File: src/rtl/msq_defines.svh
`ifndef MSQ_DEFINES_SVH
`define MSQ_DEFINES_SVH

// Register indices; the byte address on the bus is four times the index.
`define MSQ_STEP3_IDX   8'h93
`define MSQ_STEP4_IDX   8'h94

// Reset values.
`define MSQ_STEP3_RST   16'h0003
`define MSQ_STEP4_RST   16'h0004

// Field positions.
`define MSQ_EN_BIT      15
`define MSQ_GAIN_HI     14
`define MSQ_GAIN_LO     13
`define MSQ_RSV_HI      12
`define MSQ_RSV_LO      5
`define MSQ_NEG_BIT     4
`define MSQ_POS_HI      3
`define MSQ_POS_LO      0

// Positive codes at or above this value select internal sources.
`define MSQ_POS_INTERNAL 4'h8

// AXI responses.
`define MSQ_RESP_OKAY   2'h0
`define MSQ_RESP_SLVERR 2'h2

`endif

File: src/rtl/msq_pkg.sv
package msq_pkg;

  // One step configuration, as software programs it.
  typedef struct packed {
    logic       en;
    logic [1:0] gain;
    logic       neg;
    logic [3:0] pos;
  } msq_step_s;

  // Conversion request handed to the converter datapath.
  typedef struct packed {
    logic       stepFour;
    logic [2:0] gainFactor;
    logic [3:0] pos;
    logic       negExtSeven;
    logic       negAuto;
  } msq_conv_s;

  typedef enum logic [1:0] {
    MSQ_SEQ_IDLE,
    MSQ_SEQ_STEP3,
    MSQ_SEQ_STEP4
  } msq_seq_e;

endpackage

File: src/rtl/msq_step_cfg.sv
`timescale 1ns/1ns
`include "msq_defines.svh"

module msq_step_cfg #(
  parameter int ADDR_W = 12
) (
  // Clock and reset
  input  wire logic                mclk,
  input  wire logic                sys_rst,
  // AXI4-Lite write address and data
  input  wire logic [ADDR_W-1:0]   s_axi_awaddr,
  input  wire logic                s_axi_awvalid,
  output logic                     s_axi_awready,
  input  wire logic [31:0]         s_axi_wdata,
  input  wire logic [3:0]          s_axi_wstrb,
  input  wire logic                s_axi_wvalid,
  output logic                     s_axi_wready,
  // AXI4-Lite write response
  output logic [1:0]               s_axi_bresp,
  output logic                     s_axi_bvalid,
  input  wire logic                s_axi_bready,
  // AXI4-Lite read
  input  wire logic [ADDR_W-1:0]   s_axi_araddr,
  input  wire logic                s_axi_arvalid,
  output logic                     s_axi_arready,
  output logic [31:0]              s_axi_rdata,
  output logic [1:0]               s_axi_rresp,
  output logic                     s_axi_rvalid,
  input  wire logic                s_axi_rready,
  // Sequencer
  input  wire logic                seqAdvance,
  output logic                     convReq,
  output msq_pkg::msq_conv_s       convSel
);

  localparam logic [ADDR_W-1:0] ADDR3 =
    ADDR_W'({`MSQ_STEP3_IDX, 2'b00});
  localparam logic [ADDR_W-1:0] ADDR4 =
    ADDR_W'({`MSQ_STEP4_IDX, 2'b00});

  msq_pkg::msq_step_s step3_r, step3_nxt, step4_r, step4_nxt;
  logic              awHeld_r, awHeld_nxt, wHeld_r, wHeld_nxt;
  logic [ADDR_W-1:0] awAddr_r, awAddr_nxt;
  logic [31:0]       wData_r, wData_nxt;
  logic [3:0]        wStrb_r, wStrb_nxt;
  logic              awReady_r, awReady_nxt, wReady_r, wReady_nxt;
  logic              bValid_r, bValid_nxt;
  logic [1:0]        bResp_r, bResp_nxt;
  logic              arReady_r, arReady_nxt, rValid_r, rValid_nxt;
  logic [31:0]       rData_r, rData_nxt;
  logic [1:0]        rResp_r, rResp_nxt;
  msq_pkg::msq_seq_e seq_r, seq_nxt;
  logic              convReq_r, convReq_nxt;
  msq_pkg::msq_conv_s conv_r, conv_nxt;

  function automatic logic [15:0] packStep(msq_pkg::msq_step_s s);
    return {s.en, s.gain, 8'h00, s.neg, s.pos};
  endfunction

  // Only the documented fields take data; byte lanes follow wstrb.
  function automatic msq_pkg::msq_step_s writeStep(
    msq_pkg::msq_step_s s, logic [31:0] d, logic [3:0] strb);
    msq_pkg::msq_step_s r;
    r = s;
    if (strb[1]) begin
      r.en   = d[`MSQ_EN_BIT];
      r.gain = d[`MSQ_GAIN_HI:`MSQ_GAIN_LO];
    end
    if (strb[0]) begin
      r.neg = d[`MSQ_NEG_BIT];
      r.pos = d[`MSQ_POS_HI:`MSQ_POS_LO];
    end
    return r;
  endfunction

  function automatic msq_pkg::msq_conv_s buildConv(
    msq_pkg::msq_step_s s, logic four);
    msq_pkg::msq_conv_s c;
    c.stepFour = four;
    case (s.gain)
      2'h0:    c.gainFactor = 3'h1;
      2'h1:    c.gainFactor = 3'h2;
      default: c.gainFactor = 3'h4;
    endcase
    c.pos = s.pos;
    c.negAuto = (s.pos >= `MSQ_POS_INTERNAL);
    c.negExtSeven = s.neg & ~c.negAuto;
    return c;
  endfunction

  // Register bus next state.
  always_comb begin
    step3_nxt  = step3_r;
    step4_nxt  = step4_r;
    awHeld_nxt = awHeld_r;
    awAddr_nxt = awAddr_r;
    wHeld_nxt  = wHeld_r;
    wData_nxt  = wData_r;
    wStrb_nxt  = wStrb_r;
    bValid_nxt = bValid_r;
    bResp_nxt  = bResp_r;
    rValid_nxt = rValid_r;
    rData_nxt  = rData_r;
    rResp_nxt  = rResp_r;
    if (s_axi_awvalid && awReady_r) begin
      awHeld_nxt = 1'b1;
      awAddr_nxt = s_axi_awaddr;
    end
    if (s_axi_wvalid && wReady_r) begin
      wHeld_nxt = 1'b1;
      wData_nxt = s_axi_wdata;
      wStrb_nxt = s_axi_wstrb;
    end
    if (bValid_r && s_axi_bready) begin
      bValid_nxt = 1'b0;
    end
    if (awHeld_r && wHeld_r && !bValid_r) begin
      awHeld_nxt = 1'b0;
      wHeld_nxt  = 1'b0;
      bValid_nxt = 1'b1;
      bResp_nxt  = `MSQ_RESP_OKAY;
      if (awAddr_r == ADDR3) begin
        step3_nxt = writeStep(step3_r, wData_r, wStrb_r);
      end else if (awAddr_r == ADDR4) begin
        step4_nxt = writeStep(step4_r, wData_r, wStrb_r);
      end else begin
        bResp_nxt = `MSQ_RESP_SLVERR;
      end
    end
    if (rValid_r && s_axi_rready) begin
      rValid_nxt = 1'b0;
    end
    if (s_axi_arvalid && arReady_r) begin
      rValid_nxt = 1'b1;
      rResp_nxt  = `MSQ_RESP_OKAY;
      if (s_axi_araddr == ADDR3) begin
        rData_nxt = {16'h0000, packStep(step3_r)};
      end else if (s_axi_araddr == ADDR4) begin
        rData_nxt = {16'h0000, packStep(step4_r)};
      end else begin
        rData_nxt = 32'h0000_0000;
        rResp_nxt = `MSQ_RESP_SLVERR;
      end
    end
    // A channel is refused while its previous item is still pending.
    awReady_nxt = !awHeld_nxt && !bValid_nxt;
    wReady_nxt  = !wHeld_nxt && !bValid_nxt;
    arReady_nxt = !rValid_nxt;
  end

  always_ff @(posedge mclk) begin
    if (sys_rst) begin
      step3_r   <= writeStep('0, {16'h0000, `MSQ_STEP3_RST}, 4'h3);
      step4_r   <= writeStep('0, {16'h0000, `MSQ_STEP4_RST}, 4'h3);
      awHeld_r  <= 1'b0;
      awAddr_r  <= '0;
      wHeld_r   <= 1'b0;
      wData_r   <= 32'h0000_0000;
      wStrb_r   <= 4'h0;
      awReady_r <= 1'b0;
      wReady_r  <= 1'b0;
      bValid_r  <= 1'b0;
      bResp_r   <= 2'h0;
      arReady_r <= 1'b0;
      rValid_r  <= 1'b0;
      rData_r   <= 32'h0000_0000;
      rResp_r   <= 2'h0;
    end else begin
      step3_r   <= step3_nxt;
      step4_r   <= step4_nxt;
      awHeld_r  <= awHeld_nxt;
      awAddr_r  <= awAddr_nxt;
      wHeld_r   <= wHeld_nxt;
      wData_r   <= wData_nxt;
      wStrb_r   <= wStrb_nxt;
      awReady_r <= awReady_nxt;
      wReady_r  <= wReady_nxt;
      bValid_r  <= bValid_nxt;
      bResp_r   <= bResp_nxt;
      arReady_r <= arReady_nxt;
      rValid_r  <= rValid_nxt;
      rData_r   <= rData_nxt;
      rResp_r   <= rResp_nxt;
    end
  end

  // Sequencer: steps take turns; a disabled step is passed over.
  always_comb begin
    seq_nxt     = seq_r;
    convReq_nxt = 1'b0;
    conv_nxt    = conv_r;
    if (seqAdvance) begin
      case (seq_r)
        msq_pkg::MSQ_SEQ_STEP3: begin
          if (step4_r.en) begin
            seq_nxt = msq_pkg::MSQ_SEQ_STEP4;
          end else if (step3_r.en) begin
            seq_nxt = msq_pkg::MSQ_SEQ_STEP3;
          end else begin
            seq_nxt = msq_pkg::MSQ_SEQ_IDLE;
          end
        end
        default: begin
          if (step3_r.en) begin
            seq_nxt = msq_pkg::MSQ_SEQ_STEP3;
          end else if (step4_r.en) begin
            seq_nxt = msq_pkg::MSQ_SEQ_STEP4;
          end else begin
            seq_nxt = msq_pkg::MSQ_SEQ_IDLE;
          end
        end
      endcase
      convReq_nxt = (seq_nxt != msq_pkg::MSQ_SEQ_IDLE);
      if (seq_nxt == msq_pkg::MSQ_SEQ_STEP4) begin
        conv_nxt = buildConv(step4_r, 1'b1);
      end else if (seq_nxt == msq_pkg::MSQ_SEQ_STEP3) begin
        conv_nxt = buildConv(step3_r, 1'b0);
      end
    end
  end

  always_ff @(posedge mclk) begin
    if (sys_rst) begin
      seq_r     <= msq_pkg::MSQ_SEQ_IDLE;
      convReq_r <= 1'b0;
      conv_r    <= '0;
    end else begin
      seq_r     <= seq_nxt;
      convReq_r <= convReq_nxt;
      conv_r    <= conv_nxt;
    end
  end

  assign s_axi_awready = awReady_r;
  assign s_axi_wready  = wReady_r;
  assign s_axi_bvalid  = bValid_r;
  assign s_axi_bresp   = bResp_r;
  assign s_axi_arready = arReady_r;
  assign s_axi_rvalid  = rValid_r;
  assign s_axi_rdata   = rData_r;
  assign s_axi_rresp   = rResp_r;
  assign convReq       = convReq_r;
  assign convSel       = conv_r;

  AST_RESERVED_ZERO: assert property (
    @(posedge mclk) disable iff (sys_rst)
    rValid_r |-> rData_r[31:`MSQ_RSV_LO] ==
      {16'h0000, rData_r[15:13], 8'h00})
    else $error("Reserved read bits are not zero.");
  AST_STEP3_RESET: assert property (
    @(posedge mclk) $past(sys_rst) |-> packStep(step3_r) == `MSQ_STEP3_RST)
    else $error("Step three register did not reset to its value.");
  AST_STEP4_RESET: assert property (
    @(posedge mclk) $past(sys_rst) |-> packStep(step4_r) == `MSQ_STEP4_RST)
    else $error("Step four register did not reset to its value.");
  AST_SKIP_DISABLED: assert property (
    @(posedge mclk) disable iff (sys_rst)
    seqAdvance && !step3_r.en && !step4_r.en |=> !convReq_r)
    else $error("Conversion requested with no step enabled.");
  AST_ENABLED_CONVERTS: assert property (
    @(posedge mclk) disable iff (sys_rst)
    seqAdvance && (step3_r.en || step4_r.en) |=> convReq_r &&
      (conv_r.stepFour ? $past(step4_r.en) : $past(step3_r.en)))
    else $error("Enabled step was not converted.");
  // Step three is picked again after itself when step four is disabled.
  AST_GAIN_DECODE: assert property (
    @(posedge mclk) disable iff (sys_rst)
    seqAdvance && step3_r.en &&
      (seq_r != msq_pkg::MSQ_SEQ_STEP3 || !step4_r.en) |=>
      conv_r.gainFactor == ($past(step3_r.gain) == 2'h0 ? 3'h1 :
        $past(step3_r.gain) == 2'h1 ? 3'h2 : 3'h4))
    else $error("Gain factor does not match the gain code.");
  AST_NEG_AUTO: assert property (
    @(posedge mclk) disable iff (sys_rst)
    convReq_r |-> conv_r.negAuto == conv_r.pos[3] &&
      !(conv_r.negAuto && conv_r.negExtSeven))
    else $error("Negative input not chosen automatically.");
  AST_WRITE_RESPONSE: assert property (
    @(posedge mclk) disable iff (sys_rst)
    s_axi_awvalid && awReady_r && s_axi_wvalid && wReady_r &&
      s_axi_awaddr == ADDR3 |-> ##2 bValid_r && bResp_r == 2'h0
      ##0 step3_r == writeStep($past(step3_r, 2), $past(s_axi_wdata, 2),
        $past(s_axi_wstrb, 2)))
    else $error("Write to step three not applied two cycles on.");

endmodule

File: config.mk
export PLATFORM = sky130hd
export DESIGN_NAME = msq_step_cfg
export DESIGN_NICKNAME = d
export VERILOG_FILES = /design/src/rtl/msq_pkg.sv /design/src/rtl/msq_step_cfg.sv
export VERILOG_INCLUDE_DIRS = /design/src /design/src/rtl
export SDC_FILE = /design/constraint.sdc
export NUM_CORES = 1
export LEC_CHECK = 0
export BUFFER_PORTS_ARGS = -buffer_cell sky130_fd_sc_hd__buf_4
export CAP_MARGIN = 20
export CORE_MARGIN = 2
export CORE_UTILIZATION = 50
export CTS_BUF_LIST = sky130_fd_sc_hd__clkbuf_4
export DETAILED_ROUTE_END_ITERATION = 8
export PLACE_DENSITY = 0.82
export SLEW_MARGIN = 0
export SYNTH_ARGS = -nofsm -noshare
export SYNTH_HDL_FRONTEND = slang
export SYNTH_SLANG_ARGS = --single-unit
File: constraint.sdc
create_clock -name mclk -period 2.5 [get_ports mclk]
set_input_delay 0.375 -clock mclk [delete_from_list [all_inputs] [get_ports mclk]]
set_output_delay 0.375 -clock mclk [all_outputs]
set_load 0.01 [all_outputs]
# Yosys cells after proc, flatten, opt, wreduce, memory -nomap -nowiden
# Cells that the tools add are included.
# totals
ff_bits	102
# op_classes
magnitude_cmp	2
n_eq_ne	9
n_mux	24
n_bitwise	6
reduce_logical	24
# op_table
operator	count
$eq 12x10->1 const B	4
$mux 16	2
$mux 10	2
$mux 2	9
$pmux 3 s2	2
$logic_and 1x1->1	9
$mux 1	9
$eq 2x1->1 const B	4
$ge 4x4->1 const B	2
$reduce_and 4->1	2
$reduce_and 3->1	2
$logic_not 1->1	5
$logic_not 2->1	2
$not 1->1	4
$reduce_bool 2->1	2
$and 1x1->1	2
$eq 2x2->1 const B	1
$reduce_and 2->1	1
$reduce_or 2->1	1

# Longest topological paths before layout
# logic_depth
word_depth	7
ltp_mapped	5
ltp_nobuf	4

# Worst setup path before layout
# OpenSTA, ideal clock, no wires.
# synth_timing
path_type	reg-to-reg
start	reg awAddr_r[8]
end	reg step4_r[3] (netlist bit)
arrival_time_ps	1747
t_required_ps	2368
slack_ps	621
stages_incl_launch_ff	6
path_buffers	1
cell_sequence	dfxtp_1 > or4b_4 > or4_4 > buf_6 > o21ai_1 > a21oi_1
# synth_via
elab_chain_len	3
word_cells_on_any_way	4
# synth_rtl
element	line	rtl
start, declared	msq_step_cfg.sv:43	logic [ADDR_W-1:0] awAddr_r, awAddr_nxt;
start signal, assigned	msq_step_cfg.sv:172	awAddr_r <= awAddr_nxt;
$eq 12x10->1	msq_step_cfg.sv:122	if (awAddr_r == ADDR3) begin
$not 1->1 (no line)	--	
$reduce_and 4->1 (no line) *	--	
end signal, assigned	msq_step_cfg.sv:154	step4_r <= writeStep('0, {16'h0000, `MSQ_STEP4_RST}, 4'h3);
end signal, assigned	msq_step_cfg.sv:170	step4_r <= step4_nxt;
end, declared	msq_step_cfg.sv:41	msq_pkg::msq_step_s step3_r, step3_nxt, step4_r, step4_nxt;
# Every way passes the cells marked *; elsewhere a longest branch is shown, timed or not.
# A chain may end at the register's enable or synchronous reset.

# Worst setup path in the final report
# layout_timing
start	reg awAddr_r[8]
end	reg step4_r[1] (netlist bit)
# Same word-level chain as after synthesis.

==> flow_metrics.py <==
metrics = {
    "setup_path": {
        "critPathKind": "reg -> reg",
        "crit_family": "simple AND/OR/NAND/NOR gates",
        "crit_fanout": 14,
        "worstPathArrival_ns": 2.23,
        "critPathMaxStageDelay_ns": 0.64,
        "crit_chain": "or4b_4 > or4_4 > o21ai_0 > a21oi_1",
        "timing.critical_path.buf_inv": 0,
        "critPathLaunchType": "flip-flop",
        "worstPathRequired_ns": 2.76,
        "slowest_stage": "or4_4",
        "cp-end-kind": "flip-flop",
    },
    "routing": {
        "wl_mm": 5.87,
        "dr.pass1.iters": 6,
        "post-route-drc-count": 0,
        "dr.first_iter.drc_count": 97,
        "antenna_left": 0,
        "num_vias": 2473,
        "wl_per_cell_um": 12.2,
        "via_per_inst": 5.12,
    },
    "timing": {
        "rsz0062_at_grt": "no",
        "fin_skew_ns": 0.0150,
        "hold_violations": 0,
        "fmax_mhz": 506,
        "finalCritPeriodShare_pct": 79.0,
        "relSlewSlack_pct": 54.0,
        "worst-slew-pin-transition_ns": 0.690,
        "slew_viol_final": 0,
        "fin_crit_ns": 1.97,
        "setup_viol": 0,
        "tns_ns": 0,
    },
    "power_and_ir_drop": {
        "power_density_mw_per_mm2": 556,
        "pwr-share-clk_pct": 30.7,
        "p_switching_mw": 0.484,
        "power.leakage_nw": 1.34,
        "p_seq_share_pct": 58.9,
        "power.internal_mw": 1.46,
        "p_sw_share_pct": 25.0,
        "power_mw": 1.94,
        "peakVddDrop_mv": 0.281,
        "p_comb_share_pct": 10.4,
    },
    "floorplan": {
        "dieArea_sq_mm": 0.00651,
        "die_h_um": 80.7,
        "die_w_um": 80.7,
        "core_sq_mm": 0.00561,
        "start_util_pct": 52.5,
        "io_pins": 120,
        "num_rows": 27,
    },
    "global_route": {
        "grt_pass1_vias": 2252,
        "grt.total_usage_pct": 18.9,
        "grt_max_degree": 71,
        "grt_pass1_wl_mm": 9.63,
        "overflow": 0,
        "antenna_found_initial": 0,
    },
    "cells_and_area": {
        "drive_above_1_share_pct": 23.1,
        "antennaDiodeCount": 0,
        "nets": 474,
        "area_growth_pct": 18.5,
    },
    "synthesis": {
        "yosysWarningCount": 0,
        "synth_top_area_share_pct": 46.3,
        "netlist_area_sq_mm": 0.00294,
        "synth.largest_area_cell": "dfxtp_1",
        "ys_ff_latch": 68,
        "synth_cell_types": 37,
        "synth.avg_cell_area_sq_um": 8.55,
        "synth_area_leaders": "dfxtp_1 (46%), nand2_1 (6.9%), a21oi_1 (6.6%)",
        "synthCells": 344,
        "ys_seq_area_share_pct": 46.3,
    },
    "hold_path": {
        "hold_class": "in -> reg",
    },
    "placed_design": {
        "place.gp.congestion": 0.781,
        "portBuffers": 67,
        "place_hpwl_mm": 4.32,
    },
    "clocking": {
        "postCtsSetupRepairBufs": 0,
        "cts_hold_buffers": 0,
        "clockRootBuffer": "clkbuf_4",
        "cts-buffers-inserted": 9,
        "h-tree-depth": 3,
        "clk_pin_slew_ns": 0.10,
        "insertion_delay_ns": 0.40,
        "cts.sinks": 68,
        "clockBufferDepth": 2,
        "cts_tree": "done",
        "post_cts_resized": 0,
    },
    "status": {
        "outcome": "finished clean",
    },
    "flow_run": {
        "cap_viol_max_count": 0,
    },
}
[final timing paths]
check | from | end | slack (ns) | cells after the start
max | awAddr_r[8] | step4_r[1] | 0.53 | 4
min | s_axi_wdata[0] | wData_r[0] | 0.21 | 3
max reg2reg | awAddr_r[8] | step4_r[1] | 0.53 | 4
min reg2reg | awAddr_r[11] | awAddr_r[11] | 0.46 | 2
[cell usage in the layout (no fill, tap or decap), types with 3 or more instances in the layout]
master | Yosys | routed
nand3b_1 | 5 | 5
a311oi_1 | 3 | 3
clkbuf_4 | 0 | 13
conb_1 | 1 | 26
a221oi_1 | 8 | 8
or3b_2 | 4 | 4
nor3_1 | 12 | 12
buf_4 | 26 | 68
dfxtp_1 | 68 | 68
nand2_1 | 54 | 54
nor4_1 | 3 | 3
and2_1 | 7 | 7
nor2_1 | 31 | 31
nand2b_1 | 3 | 3
a21oi_1 | 39 | 39
a211oi_1 | 7 | 7
o21ai_0 | 6 | 6
nor4_4 | 4 | 4
mux2i_1 | 7 | 7
nand3_1 | 14 | 14
o21ai_1 | 9 | 9
[state kept, by name, summed over array words and instances, names as in the netlist]
name	flops
awAddr_r	12
awHeld_r	1
convReq	1
convSel	10
s_axi_arready	1
s_axi_awready	1
s_axi_bresp	1
s_axi_bvalid	1
s_axi_rdata	8
s_axi_rresp	1
s_axi_rvalid	1
s_axi_wready	1
seq_r	2
step3_r	8
step4_r	8
wData_r	8
wHeld_r	1
wStrb_r	2
[Yosys cell counts, drive strengths merged]
library cell	number
nand2b	3
or3b	4
nor3b	1
mux2i	7
inv	1
a311oi	3
and3b	2
dfxtp	68
a2111oi	1
or4	1
or3	1
nor2b	2
nand2	54
nor3	12
nor4	7
a21oi	39
o21ai	16
nand3b	5
or2	1
a211oi	7
conb	1
clkbuf	14
and2	8
or4b	3
buf	28
o21a	1
nor2	31
a221oi	8
nand3	14
o211ai	1
[kinds of logic after synthesis]
| family | after synthesis | share of synthesized area (%) |
|---|---|---|
| and+or+nand+nor | 149 | 26.8 |
| AOI/OAI and AO/OA | 76 | 15.3 |
| DFF | 68 | 46.3 |
| buffers and inverters | 43 | 9.06 |
| muxes | 7 | 2.38 |
| other | 1 | 0.127 |
[power by group through the flow]
stage          clock (mW)  sequential (mW)  combinational [mW]
3_5_place_dp            0             1.17               0.202
2_1_floorplan           0             1.17               0.138
3_3_place_gp            0             1.17               0.198
6_report            0.596             1.14               0.202
5_1_grt             0.659             1.15               0.226
4_1_cts             0.615             1.14               0.203
[layer usage]
layer	wire length, um	track usage [%]	share of wire (%)	vias up
met5	0	0	0	-
met4	63	7.12	1.1	0
met3	374	6.40	6.4	9
met2	2780	32.3	47	69
met1	2650	22.0	45	1111
li1	-	-	-	1284
[area by class of cell]
cell class	count	area [sq um]
fillers	518	2120
multi-input cells	258	1410
well taps	72	90.1
flip-flops and latches	68	1360
inverters	1	3.75
repair buffers	68	510
clock buffers	13	97.6
clock inverters	3	13.8
[worst register-to-register path, cell delays in order (launching register included)]
cell and delay, ns:
dfxtp_1 0.33, or4b_4 0.59, or4_4 0.64, o21ai_0 0.20
a21oi_1 0.08
[metrics by stage]
step	util [%]	std cells	hold WS, ns	cell area, sq um	worst slack, ns
floorplan	-	369	0.431	3040	0.621
global placement	60.2	467	0.440	3370	0.482
detailed placement	60.2	467	0.450	3370	0.447
CTS	62.2	483	0.184	3490	0.510
global route	62.2	483	0.176	3490	0.422
finish	62.2	483	0.214	3490	0.526
No activity file was read; power rests on OpenSTA's default activity.
